### src/btc_pkg.sv
`default_nettype none

package btc_pkg;

    // ****************************************************************
    // register indices on the byte register port
    // ****************************************************************
    localparam int IDX_W = 4;
    localparam logic [3:0] IDX_COMPARE_A_HIGH = 4'h0;
    localparam logic [3:0] IDX_COMPARE_A_LOW = 4'h1;
    localparam logic [3:0] IDX_COMPARE_B_HIGH = 4'h2;
    localparam logic [3:0] IDX_COMPARE_B_LOW = 4'h3;
    localparam logic [3:0] IDX_TRACE_FIFO_HIGH = 4'h4;
    localparam logic [3:0] IDX_TRACE_FIFO_LOW = 4'h5;
    localparam logic [3:0] IDX_TRACE_CONTROL = 4'h6;

    // ****************************************************************
    // trace_control field positions
    // ****************************************************************
    localparam int CTL_MODULE_ENABLE = 7;
    localparam int CTL_CAPTURE_ACTIVE = 6;
    localparam int CTL_BREAK_KIND = 5;
    localparam int CTL_BREAK_ENABLE = 4;
    localparam int CTL_A_DIRECTION = 3;
    localparam int CTL_A_DIRECTION_ENABLE = 2;
    localparam int CTL_B_DIRECTION = 1;
    localparam int CTL_B_DIRECTION_ENABLE = 0;

    // ****************************************************************
    // reset values
    // ****************************************************************
    localparam logic [7:0] COMPARE_RESET = 8'h00;
    localparam logic [7:0] CONTROL_RESET = 8'h00;
    localparam logic [15:0] FIFO_WORD_RESET = 16'h0000;
    localparam logic [7:0] READ_ZERO = 8'h00;

    // ****************************************************************
    // trigger_mode codes
    // ****************************************************************
    localparam logic [3:0] MODE_A_ONLY = 4'h0;
    localparam logic [3:0] MODE_A_OR_B = 4'h1;
    localparam logic [3:0] MODE_A_THEN_B = 4'h2;
    localparam logic [3:0] MODE_EVENT_B = 4'h3;
    localparam logic [3:0] MODE_A_THEN_EVENT_B = 4'h4;
    localparam logic [3:0] MODE_A_AND_B = 4'h5;
    localparam logic [3:0] MODE_A_AND_NOT_B = 4'h6;
    localparam logic [3:0] MODE_INSIDE = 4'h7;
    localparam logic [3:0] MODE_OUTSIDE = 4'h8;

    // ****************************************************************
    // trace buffer
    // ****************************************************************
    localparam int FIFO_DEPTH = 8;
    localparam int COUNT_W = 4;

    typedef enum logic [1:0] {
        BTC_IDLE,
        BTC_WAIT_TRIGGER,
        BTC_FILL
    } btc_state_e;

endpackage : btc_pkg

`default_nettype wire

### src/btc_trace_comparator.sv
// Behaviour
// - seven register bytes, reachable through the ordinary memory map.
// - comparator bytes reset to 0x00, always readable, writes ignored while armed.
// - fifo high byte read-only; reads 0x00 in event-only trigger modes.
// - reading fifo high byte never advances the fifo; read it before low.
// - reading fifo low byte advances the fifo; writes have no effect.
// - event-only modes store 8-bit data in the low half of each word.
// - while armed, low-byte reads do not advance the fifo.
// - unarmed low-byte read pushes latest opcode fetch address into last slot.
// - profiling: ninth read returns the address captured by the first read.
// - trace_control readable and writable at all times.
// - bit 7 enables module; cannot be set while device is secure.
// - writing 1 to bit 6 together with bit 7 arms capture and flag; cleared on run completion.
// - writing 0 to arm or enable stops the run at once.
// - bit 5 selects force (0) or tag (1) break kind.
// - bit 4 enables break requests; triggers still store data regardless.
// - begin trace breaks when fifo fills; end trace breaks on trigger.
// - trigger qualify select does not change break request timing.
// - bit 3: comparator A matches writes when 0, reads when 1.
// - bit 2 low makes comparator A ignore direction.
// - bit 1: comparator B matches writes when 0, reads when 1.
// - bit 0 low makes comparator B ignore direction.
// - run completes on fifo full (begin) or trigger event (end).
// - outside event-only modes, start select 0 fills circularly until trigger; 1 starts at trigger.
// - modes 0011/0100 are event-only, storing on B events (0100 after A).
`timescale 1ns/1ps
`default_nettype none

module btc_trace_comparator #(
    parameter int DEPTH = btc_pkg::FIFO_DEPTH
) (
    input wire logic mclk,
    input wire logic rstn,
    input wire logic [btc_pkg::IDX_W-1:0] reg_index,
    input wire logic reg_write,
    input wire logic reg_read,
    input wire logic [7:0] reg_wdata,
    output logic [7:0] reg_rdata,
    input wire logic [15:0] cpu_addr,
    input wire logic [7:0] cpu_data,
    input wire logic cpu_valid,
    input wire logic cpu_read,
    input wire logic cpu_opfetch,
    input wire logic secure,
    input wire logic [3:0] trigger_mode,
    input wire logic trigger_qualify_select,
    input wire logic trace_start_select,
    output logic break_req,
    output logic break_tag,
    output logic capture_active_flag,
    output logic [btc_pkg::COUNT_W-1:0] fifo_count
);

    // ****************************************************************
    // helpers
    // ****************************************************************
    function automatic logic dir_ok(input logic en, input logic dir, input logic rd);
        dir_ok = !en || (dir == rd);
    endfunction : dir_ok

    function automatic logic is_event_mode(input logic [3:0] m);
        is_event_mode = (m == btc_pkg::MODE_EVENT_B) || (m == btc_pkg::MODE_A_THEN_EVENT_B);
    endfunction : is_event_mode

    // ****************************************************************
    // state
    // ****************************************************************
    logic [7:0] cmp_a_high;
    logic [7:0] cmp_a_low;
    logic [7:0] cmp_b_high;
    logic [7:0] cmp_b_low;
    logic [7:0] control;
    logic [15:0] fifo_mem [DEPTH];
    logic [15:0] last_fetch;
    logic [btc_pkg::COUNT_W-1:0] count;
    logic a_seen;
    logic brk;
    logic [7:0] rdata;
    btc_pkg::btc_state_e state;

    logic [7:0] next_cmp_a_high;
    logic [7:0] next_cmp_a_low;
    logic [7:0] next_cmp_b_high;
    logic [7:0] next_cmp_b_low;
    logic [7:0] next_control;
    logic [15:0] next_fifo_mem [DEPTH];
    logic [15:0] next_last_fetch;
    logic [btc_pkg::COUNT_W-1:0] next_count;
    logic next_a_seen;
    logic next_brk;
    logic [7:0] next_rdata;
    btc_pkg::btc_state_e next_state;

    // ****************************************************************
    // decode and match
    // ****************************************************************
    logic enabled;
    logic armed;
    logic running;
    logic event_mode;
    logic begin_mode;
    logic qual;
    logic [15:0] cmp_a;
    logic [15:0] cmp_b;
    logic a_hit;
    logic b_hit;
    logic trig;
    logic store;
    logic [15:0] store_word;
    logic full_now;
    logic done;
    logic ctl_wr;
    logic cmp_wr;
    logic arm_start;
    logic advance;

    always_comb begin
        enabled = control[btc_pkg::CTL_MODULE_ENABLE];
        armed = control[btc_pkg::CTL_CAPTURE_ACTIVE];
        running = enabled && armed;
        event_mode = is_event_mode(trigger_mode);
        // event-only modes always run as begin traces
        begin_mode = trace_start_select || event_mode;
        // qualified triggers only count opcode fetches
        qual = cpu_valid && (!trigger_qualify_select || cpu_opfetch);
        cmp_a = {cmp_a_high, cmp_a_low};
        cmp_b = {cmp_b_high, cmp_b_low};
        a_hit = qual && (cpu_addr == cmp_a)
            && dir_ok(control[btc_pkg::CTL_A_DIRECTION_ENABLE],
                      control[btc_pkg::CTL_A_DIRECTION], cpu_read);
        b_hit = qual && (cpu_addr == cmp_b)
            && dir_ok(control[btc_pkg::CTL_B_DIRECTION_ENABLE],
                      control[btc_pkg::CTL_B_DIRECTION], cpu_read);
        case (trigger_mode)
            btc_pkg::MODE_A_ONLY: trig = a_hit;
            btc_pkg::MODE_A_OR_B: trig = a_hit || b_hit;
            btc_pkg::MODE_A_THEN_B: trig = b_hit && a_seen;
            btc_pkg::MODE_A_AND_B: trig = a_hit && b_hit;
            btc_pkg::MODE_A_AND_NOT_B: trig = a_hit && !b_hit;
            btc_pkg::MODE_INSIDE: trig = qual && (cpu_addr >= cmp_a) && (cpu_addr <= cmp_b);
            btc_pkg::MODE_OUTSIDE: trig = qual && ((cpu_addr < cmp_a) || (cpu_addr > cmp_b));
            default: trig = 1'b0;
        endcase
        if (event_mode) begin
            // data byte of a B access, the second mode needs a prior A match
            trig = b_hit && ((trigger_mode == btc_pkg::MODE_EVENT_B) || a_seen);
            store = running && trig;
            store_word = {btc_pkg::READ_ZERO, cpu_data};
        end else begin
            // normal modes record the flow of fetched opcode addresses
            store = running && cpu_valid && cpu_opfetch
                && (!begin_mode || state == btc_pkg::BTC_FILL || trig);
            store_word = cpu_addr;
        end
        full_now = store && (count == btc_pkg::COUNT_W'(DEPTH - 1));
        // completion timing is independent of the qualify select
        done = running && (begin_mode ? full_now : trig);
        ctl_wr = reg_write && (reg_index == btc_pkg::IDX_TRACE_CONTROL);
        cmp_wr = reg_write && !armed;
        arm_start = ctl_wr && reg_wdata[btc_pkg::CTL_CAPTURE_ACTIVE]
            && reg_wdata[btc_pkg::CTL_MODULE_ENABLE] && !secure && !running;
        // reads advance only when not armed
        advance = reg_read && (reg_index == btc_pkg::IDX_TRACE_FIFO_LOW) && !armed;
    end

    // ****************************************************************
    // next values
    // ****************************************************************
    always_comb begin
        next_cmp_a_high = cmp_a_high;
        next_cmp_a_low = cmp_a_low;
        next_cmp_b_high = cmp_b_high;
        next_cmp_b_low = cmp_b_low;
        next_control = control;
        next_fifo_mem = fifo_mem;
        next_last_fetch = last_fetch;
        next_count = count;
        next_a_seen = a_seen;
        next_brk = 1'b0;
        next_rdata = rdata;
        next_state = state;

        if (cmp_wr) begin
            case (reg_index)
                btc_pkg::IDX_COMPARE_A_HIGH: next_cmp_a_high = reg_wdata;
                btc_pkg::IDX_COMPARE_A_LOW: next_cmp_a_low = reg_wdata;
                btc_pkg::IDX_COMPARE_B_HIGH: next_cmp_b_high = reg_wdata;
                btc_pkg::IDX_COMPARE_B_LOW: next_cmp_b_low = reg_wdata;
                default: next_cmp_a_high = cmp_a_high;
            endcase
        end

        if (cpu_valid && cpu_opfetch) begin
            next_last_fetch = cpu_addr;
        end

        if (running && a_hit) begin
            next_a_seen = 1'b1;
        end

        // completion clears the arm bit unless a write rearms it
        if (done) begin
            next_control[btc_pkg::CTL_CAPTURE_ACTIVE] = 1'b0;
            next_brk = control[btc_pkg::CTL_BREAK_ENABLE];
            next_state = btc_pkg::BTC_IDLE;
        end else if (running && begin_mode && !event_mode && trig) begin
            next_state = btc_pkg::BTC_FILL;
        end

        if (store) begin
            for (int i = 0; i < DEPTH - 1; i++) begin
                next_fifo_mem[i] = fifo_mem[i + 1];
            end
            next_fifo_mem[DEPTH - 1] = store_word;
            if (count != btc_pkg::COUNT_W'(DEPTH)) begin
                next_count = count + 1'b1;
            end
        end else if (advance) begin
            for (int i = 0; i < DEPTH - 1; i++) begin
                next_fifo_mem[i] = fifo_mem[i + 1];
            end
            next_fifo_mem[DEPTH - 1] = last_fetch;
        end

        if (ctl_wr) begin
            next_control = reg_wdata;
            // enable only sticks when not secure
            next_control[btc_pkg::CTL_MODULE_ENABLE] =
                reg_wdata[btc_pkg::CTL_MODULE_ENABLE] && !secure;
            next_control[btc_pkg::CTL_CAPTURE_ACTIVE] =
                reg_wdata[btc_pkg::CTL_CAPTURE_ACTIVE] && !secure
                && reg_wdata[btc_pkg::CTL_MODULE_ENABLE];
            if (!next_control[btc_pkg::CTL_CAPTURE_ACTIVE]) begin
                next_state = btc_pkg::BTC_IDLE;
            end
        end

        if (arm_start) begin
            next_count = '0;
            next_a_seen = 1'b0;
            next_brk = 1'b0;
            next_state = (begin_mode && !event_mode) ? btc_pkg::BTC_WAIT_TRIGGER
                                                     : btc_pkg::BTC_FILL;
        end

        if (reg_read) begin
            case (reg_index)
                btc_pkg::IDX_COMPARE_A_HIGH: next_rdata = cmp_a_high;
                btc_pkg::IDX_COMPARE_A_LOW: next_rdata = cmp_a_low;
                btc_pkg::IDX_COMPARE_B_HIGH: next_rdata = cmp_b_high;
                btc_pkg::IDX_COMPARE_B_LOW: next_rdata = cmp_b_low;
                btc_pkg::IDX_TRACE_FIFO_HIGH:
                    next_rdata = event_mode ? btc_pkg::READ_ZERO : fifo_mem[0][15:8];
                btc_pkg::IDX_TRACE_FIFO_LOW: next_rdata = fifo_mem[0][7:0];
                btc_pkg::IDX_TRACE_CONTROL: next_rdata = control;
                default: next_rdata = btc_pkg::READ_ZERO;
            endcase
        end
    end

    // ****************************************************************
    // registers
    // ****************************************************************
    always_ff @(posedge mclk or negedge rstn) begin
        if (!rstn) begin
            cmp_a_high <= btc_pkg::COMPARE_RESET;
            cmp_a_low <= btc_pkg::COMPARE_RESET;
            cmp_b_high <= btc_pkg::COMPARE_RESET;
            cmp_b_low <= btc_pkg::COMPARE_RESET;
            control <= btc_pkg::CONTROL_RESET;
            for (int i = 0; i < DEPTH; i++) begin
                fifo_mem[i] <= btc_pkg::FIFO_WORD_RESET;
            end
            last_fetch <= btc_pkg::FIFO_WORD_RESET;
            count <= '0;
            a_seen <= 1'b0;
            brk <= 1'b0;
            rdata <= btc_pkg::READ_ZERO;
            state <= btc_pkg::BTC_IDLE;
        end else begin
            cmp_a_high <= next_cmp_a_high;
            cmp_a_low <= next_cmp_a_low;
            cmp_b_high <= next_cmp_b_high;
            cmp_b_low <= next_cmp_b_low;
            control <= next_control;
            fifo_mem <= next_fifo_mem;
            last_fetch <= next_last_fetch;
            count <= next_count;
            a_seen <= next_a_seen;
            brk <= next_brk;
            rdata <= next_rdata;
            state <= next_state;
        end
    end

    // ****************************************************************
    // outputs
    // ****************************************************************
    assign reg_rdata = rdata;
    assign break_req = brk;
    assign break_tag = control[btc_pkg::CTL_BREAK_KIND];
    assign capture_active_flag = running;
    assign fifo_count = count;

endmodule : btc_trace_comparator

`default_nettype wire

### config.mk
export PLATFORM = sky130hd
export DESIGN_NAME = btc_trace_comparator
export DESIGN_NICKNAME = d
export VERILOG_FILES = /design/src/btc_pkg.sv /design/src/btc_trace_comparator.sv
export SDC_FILE = /design/constraint.sdc
export NUM_CORES = 1
export LEC_CHECK = 0
export BUFFER_PORTS_ARGS = -buffer_cell sky130_fd_sc_hd__buf_2
export CAP_MARGIN = 20
export CORE_ASPECT_RATIO = 0.9
export CORE_MARGIN = 4
export CORE_UTILIZATION = 44
export CTS_CLUSTER_SIZE = 24
export DETAILED_ROUTE_END_ITERATION = 16
export GPL_TIMING_DRIVEN = 0
export PLACE_DENSITY_LB_ADDON = 0.15
export SLEW_MARGIN = 25
export SYNTH_ARGS = -nofsm -noshare
export SYNTH_HDL_FRONTEND = slang
export SYNTH_SLANG_ARGS = --single-unit
### constraint.sdc
create_clock -name mclk -period 3.1 [get_ports mclk]
set_clock_uncertainty 0.1 [all_clocks]
set_input_delay 0.155 -clock mclk [delete_from_list [all_inputs] [get_ports mclk]]
set_output_delay 0.155 -clock mclk [all_outputs]
set_load 0.005 [all_outputs]
# == After elaboration in Yosys (flattened, before gate mapping) ==
# Cells that the tools add are included.
# W data, S select, Z words.
# totals
ff_bits,200
latch_bits,0
ram_bits,0
rom_bits,0
in_bits,50
elab_cells,137
memories,0
# op_classes
add_sub_neg,1
multipliers,0
div_mod_pow,0
order_cmp,4
n_eq_ne,21
shift,0
muxes,24
n_bitwise,0
reduce_logical,67
# ops
op,n
$mux W128,2
$pmux W8 S7,1
$logic_and A1 B1 Y1,36
$eq A16 B16 Y1,2
$eq A4 B3 Y1 const B,8
$eq A4 B2 Y1 const B,4
$ge A16 B16 Y1,1
$gt A16 B16 Y1,1
$le A16 B16 Y1,1
$lt A16 B16 Y1,1
$mux W16,1
$mux W2,6
$mux W4,3
$logic_or A1 B1 Y1,10
$reduce_and A2 Y1,5
$reduce_bool A2 Y1,5
$logic_not A1 Y1,9
$eq A4 B1 Y1 const B,2
$logic_not A4 Y1,2
$mux W1,8
$mux W8,1
$mux W7,1
$pmux W1 S7,1
$add A4 B1 Y4 const B,1
other kinds (4),5

# == Logic depth before layout (Yosys ltp) ==
# depth
word_depth,18
ltp_mapped,12

# == Least setup slack after synthesis ==
# Ideal clock, no wire load.
# synth_timing
path_kind,register to register
start,reg cmp_b_high[6]
end,reg fifo_mem[100] (netlist name)
t_arrival_ns,2.730
slack_ns,0.142
path_stages_with_launch,13
path_buffers,2
synth_period_minus_slack_ns,2.958
path_cell_list,dfrtp_1 > inv_1 > ha_1 > nand4_1 > nor4_2 > nand2_1 > mux2i_1 > a32oi_1 > a31oi_4 > a21bo_4 > buf_8 > buf_8 > mux2_1
# synth_via
elab_chain_cells,10
word_cells_on_any_way,21
classes_between,order compare (2); eq/ne (1); mux (3); reduce/logical (15)
# synth_lines
element,line_no,text
"start, declared",btc_trace_comparator.sv:70,logic [7:0] cmp_b_high;
"start signal, assigned",btc_trace_comparator.sv:268,cmp_b_high <= btc_pkg::COMPARE_RESET;
"start signal, assigned",btc_trace_comparator.sv:283,cmp_b_high <= next_cmp_b_high;
"parallel branches: the longest is 8 deep, another holds $gt A16 B16 Y1",-,
$mux W1 *,btc_trace_comparator.sv:144,if (event_mode) begin
$mux W128 or $reduce_bool A2 Y1 (tied branches),-,
"end signal, assigned by index",btc_trace_comparator.sv:272,fifo_mem[i] <= btc_pkg::FIFO_WORD_RESET;
"end signal, assigned",btc_trace_comparator.sv:286,fifo_mem <= next_fifo_mem;
"end, declared",btc_trace_comparator.sv:73,logic [15:0] fifo_mem [DEPTH];
# Mark *: on every way between the ends.
# A chain may end at the register's enable or synchronous reset.

# == Worst setup path after layout ==
# layout_timing
start,reg cmp_b_low[5]
end,reg fifo_mem[88] (netlist name)
# layout_via
elab_chain_cells,10
word_cells_on_any_way,21
classes_between,order compare (2); eq/ne (1); mux (3); reduce/logical (15)
# layout_lines
element,line_no,text
"start, declared",btc_trace_comparator.sv:71,logic [7:0] cmp_b_low;
"start signal, assigned",btc_trace_comparator.sv:269,cmp_b_low <= btc_pkg::COMPARE_RESET;
"start signal, assigned",btc_trace_comparator.sv:284,cmp_b_low <= next_cmp_b_low;
"parallel branches: the longest is 8 deep, another holds $gt A16 B16 Y1",-,
$mux W1 *,btc_trace_comparator.sv:144,
$mux W128 or $reduce_bool A2 Y1 (tied branches),-,
# Marks and branches as above.

==> summary by stage <==
Outcome
The run finished, with violations left. The checks that failed: negative setup slack.

Global routing
Entering global routing, the biggest net connects 99 pins. The number of antenna violations at the first check in global routing was 1. The first global-routing pass estimated 40.3 mm of wire. The final global-route overflow total is 0. The number of global-route vias before repair was 7001. Across every metal layer, demand over resource in global routing totals 21.8%.

Power
The internal power of the cells totals 4.79 mW. The static power due to leakage is 5.77 nW. The share of total power dissipated in combinational logic is 19.3%.

The part of the total power dissipated in sequential elements is 49.1%. The proportion of total power due to net switching is 28.3%. The clock network accounts for 31.7% of the total power. The analysis attributes to net switching a power of 1.89 mW.

After layout, the design draws a total of 6.67 mW. For this design the ratio of total power to cell area is 556 mW/mm2. The worst-case vdd ir drop is 0.302 mV.

Synthesis
Counting flops with a built-in enable in the synthesized netlist gives 0. Averaged over all synthesized cells, the footprint is 12.2 um2. The most frequent cell after synthesis is sky130_fd_sc_hd__dfrtp_1. In the synthesized netlist, the cells that appear most often are 200 x sky130_fd_sc_hd__dfrtp_1, 92 x sky130_fd_sc_hd__mux2_1, 71 x sky130_fd_sc_hd__nand2_1. Sequential cells were found to cover 52.6% of the synthesized design area. Counting flops and latches in the post-synthesis netlist gives 200.

In the synthesized netlist the dominant register cell turns out to be sky130_fd_sc_hd__dfrtp_1. The number of different library cells used by synthesis comes to 53. When the netlist entered floorplanning its net count stood at 861. Yosys printed 0 warnings. Of all cell types, the one taking the most synthesized area is sky130_fd_sc_hd__dfrtp_1. Of all flip-flops after synthesis, the portion carrying an async set or reset was 100%. Synthesis produced a netlist whose cell count is 777.

Ranked by total cell area, the synthesized netlist is headed by sky130_fd_sc_hd__dfrtp_1 53%, sky130_fd_sc_hd__mux2_1 11%, sky130_fd_sc_hd__mux2_2 6.0%. The mapped cell area is 0.00951 mm2. The top cell type's share of synthesized area is 52.6%.

STA
The count of final setup violators is 120. Setup repair after global routing could not meet its margin everywhere. The max-slew violation count was 0. The fraction of the cycle the final worst path needs is 106%.

The worst hold slack across all endpoints is 0.0495 ns. At the pin with the least slew margin, the transition time is 0.772 ns. The final count of hold timing violations was 0.

After layout, the minimum clock period comes to 3.27 ns. The highest achievable clock rate is 305 MHz. The final worst slack is -0.173 ns.

The relative slew slack is 48.5%.

Clocking
The TritonCTS buffer count is 17. The clock latency reported for the late side of the worst-skew pair is 0.43 ns. The CTS tree is done.

After clock tree synthesis, the clock-pin slew on the worst setup and hold paths is 0.07 ns. The depth of the CTS H-tree is 4. The cell chosen for the clock root is sky130_fd_sc_hd__clkbuf_16. The largest buffer count on any clock path is 2. Counting every sink on the clock net gives 200.

Floorplanning
The floorplan step set the die width to 163 um. For this configuration, the core starts out at a cell density of 45.3%. In this run the count of I/O pins placed on the die edge is 65. The total die area is 0.0240 mm2. Measured along the y axis, the die boundary spans 148 um. The core region is 0.0210 mm2. The total number of placement rows is 50.

Final layout
At the end of the flow, the number of nets in the layout was 999. The post-route netlist has 33.3% of its cells at a drive strength greater than 1. The count of antenna diodes in the layout is 0.

Relative to the synthesized area, the layout overhead comes to 26.1%. Excluding fillers, the count of instances in the completed layout stands at 1212.

Critical path
The worst setup path is captured at a flop. The critical register-to-register path startpoint is cmp_b_low[5]$_DFFE_PN0P_. For the worst flop-to-flop path, the logic depth is 12. The largest fanout on the critical path is 9. The endpoint identified for the worst register-to-register timing path is fifo_mem[88]$_DFFE_PN0P_. The launching element type of the critical path is a flop.

In this design, the largest share of critical-path delay is due to simple AND/OR/NAND/NOR gates. The count of buffer and inverter cells on the critical path is 3. The setup check on the worst reg-to-reg path leaves a slack of -0.17 ns.

The critical path in this run is classified as reg2reg. For this run, the slowest stage of the critical path takes 0.45 ns. For the worst setup path, the data arrival time is 3.49 ns.

The largest individual stage delay along the critical path comes from the cell sky130_fd_sc_hd__nor4_4. Data on the critical path is required at its endpoint by 3.32 ns. The critical path goes through inv_1 > ha_4 > nand4_1 > nor4_4 > nand2_2 > mux2i_2 > a32oi_2 > a31oi_4 > a21bo_4 > buf_12 > clkbuf_16 > mux2_4.

Routing
The remaining number of nets flagged by the antenna check after routing is 0. In the final routed layout, each cell accounts on average for 21.4 um. The post-route DRC violation count is 0. The detailed-route via count is 6704.

The total iterations of the first detailed-routing run is 8. Wires add up to 25.9 mm. Using the TritonRoute via totals, the vias-per-cell ratio works out to 5.53. After the first detailed-routing iteration, the DRC count stood at 494.

Job
The number of maximum-capacitance constraint violations is 0.

Min path
The worst hold path passes through 3 cells. The worst hold path belongs to the class in2reg. The worst min-delay path endpoint is fifo_mem[1]$_DFFE_PN0P_.

The startpoint identified for the worst hold timing path is cpu_addr[1].

Place
The HPWL after detailed placement is 17.9 mm. Once placement completed, the tool counted placed cells totaling 1128. Routability-driven placement finished with a final weighted congestion of 0.889.

The number of I/O port buffers is 63.
==> routing by layer <==
metal | part of all wire, % | track usage [%] | wire length, um
met2 | 46 | 33.5 | 11800
met3 | 4.5 | 4.46 | 1160
met5 | 0.050 | 0 | 13
met4 | 1.7 | 5.41 | 440
met1 | 48 | 32.0 | 12500
==> metrics by stage <==
stage | setup WS [ns] | cell area (um2) | setup TNS [ns] | utilization (%)
final | -0.173 | 12000 | -16.33 | 57.1
after global routing | -0.253 | 12000 | -26.30 | 57.1
after CTS | -0.109 | 11800 | -8.71 | 56.2
after detailed placement | -0.425 | 10300 | -45.24 | 48.8
after global placement | -1.52 | 10200 | -339.84 | 48.5
after floorplan | 0.142 | 9510 | 0 | -
==> what timing repair did <==
| item | 4_1_cts | 5_1_grt |
|---|---|---|
| cloned | 4 | 4 |
| pin swaps | 7 | 7 |
| setup endpoints to repair | 135 | 132 |
| gates resized for setup | 125 | 17 |
| hold buffers | 34 | 0 |
| buffers inserted | 11 | 1 |
| endpoints found under the hold margin | 164 | 0 |
==> state kept, by name, indices dropped and copies added, names as in the netlist <==
name and count:
fifo_count 4, last_fetch 16, reg_rdata 8, cmp_b_low 8, break_req 1, cmp_a_high 8
fifo_mem 128, state 2, control 8, cmp_a_low 8, a_seen 1, cmp_b_high 8
==> logic make-up (layout without fill, tap and decap cells) <==
kind of cell | Yosys count | after routing | synth area share [%]
flops | 200 | 200 | 52.6
mux | 177 | 177 | 21.4
simple gates | 172 | 172 | 8.71
compound gates | 111 | 111 | 7.96
buf+inv | 81 | 230 | 4.66
fa+ha+maj | 34 | 34 | 4.47
xor+xnor | 2 | 2 | 0.184
==> power groups by stage <==
stage	Sequential [mW]	Clock [mW]	Combinational, mW
floorplan	3.18	0	0.718
CTS	3.27	2.16	1.25
global route	3.32	2.27	1.41
finish	3.28	2.11	1.29
detailed placement	3.31	0	1.06
global placement	3.29	0	1.00
==> worst min-delay path, cell delays in order <==
cell and delay (ns):
sky130_fd_sc_hd__buf_2 0.15, sky130_fd_sc_hd__mux2i_1 0.14, sky130_fd_sc_hd__mux2i_1 0.09
==> worst max-delay path by stage <==
stage / endpoint / cells after the start / startpoint
global route: fifo_mem[61]$_DFFE_PN0P_ / 12 / cmp_b_high[3]$_DFFE_PN0P_
detailed placement: fifo_mem[123]$_DFFE_PN0P_ / 12 / cmp_b_high[5]$_DFFE_PN0P_
global placement: fifo_mem[22]$_DFFE_PN0P_ / 1 / rstn
CTS: fifo_mem[27]$_DFFE_PN0P_ / 12 / cmp_b_high[1]$_DFFE_PN0P_
floorplan: fifo_mem[100]$_DFFE_PN0P_ / 12 / cmp_b_high[6]$_DFFE_PN0P_
finish: fifo_mem[88]$_DFFE_PN0P_ / 12 / cmp_b_low[5]$_DFFE_PN0P_
==> layout make-up <==
type / instances / area, um2
plain buffers: 33 / 335
flip-flops and latches: 200 / 5000
clock buffers: 21 / 450
repair buffers: 119 / 1020
clock inverters: 9 / 92.6
well taps: 286 / 358
inverters: 48 / 180
fillers: 1777 / 9020
multi-input cells: 496 / 4560
==> cells in the final DEF (no fill, tap or decap), types with 7 or more instances in the layout <==
| cell type | n |
|---|---|
| sky130_fd_sc_hd__nor3_1 | 7 |
| sky130_fd_sc_hd__mux4_2 | 7 |
| sky130_fd_sc_hd__nand2_1 | 69 |
| sky130_fd_sc_hd__buf_2 | 63 |
| sky130_fd_sc_hd__mux2i_1 | 26 |
| sky130_fd_sc_hd__nor3b_1 | 8 |
| sky130_fd_sc_hd__clkbuf_16 | 21 |
| sky130_fd_sc_hd__nor2_1 | 35 |
| sky130_fd_sc_hd__a221oi_1 | 9 |
| sky130_fd_sc_hd__clkbuf_1 | 18 |
| sky130_fd_sc_hd__ha_1 | 27 |
| sky130_fd_sc_hd__mux2_4 | 92 |
| sky130_fd_sc_hd__nor2b_1 | 7 |
| sky130_fd_sc_hd__a21oi_1 | 36 |
| sky130_fd_sc_hd__o22a_1 | 8 |
| sky130_fd_sc_hd__inv_2 | 7 |
| sky130_fd_sc_hd__nand3_1 | 10 |
| sky130_fd_sc_hd__buf_12 | 11 |
| sky130_fd_sc_hd__dlygate4sd3_1 | 34 |
| sky130_fd_sc_hd__ha_4 | 7 |
| sky130_fd_sc_hd__inv_1 | 40 |
| sky130_fd_sc_hd__buf_4 | 13 |
| sky130_fd_sc_hd__nand4_1 | 12 |
| sky130_fd_sc_hd__mux2_2 | 51 |
| sky130_fd_sc_hd__dfrtp_1 | 200 |
| sky130_fd_sc_hd__o21ai_0 | 15 |
| sky130_fd_sc_hd__o22ai_1 | 10 |
Power figures use the tool's default switching activity.
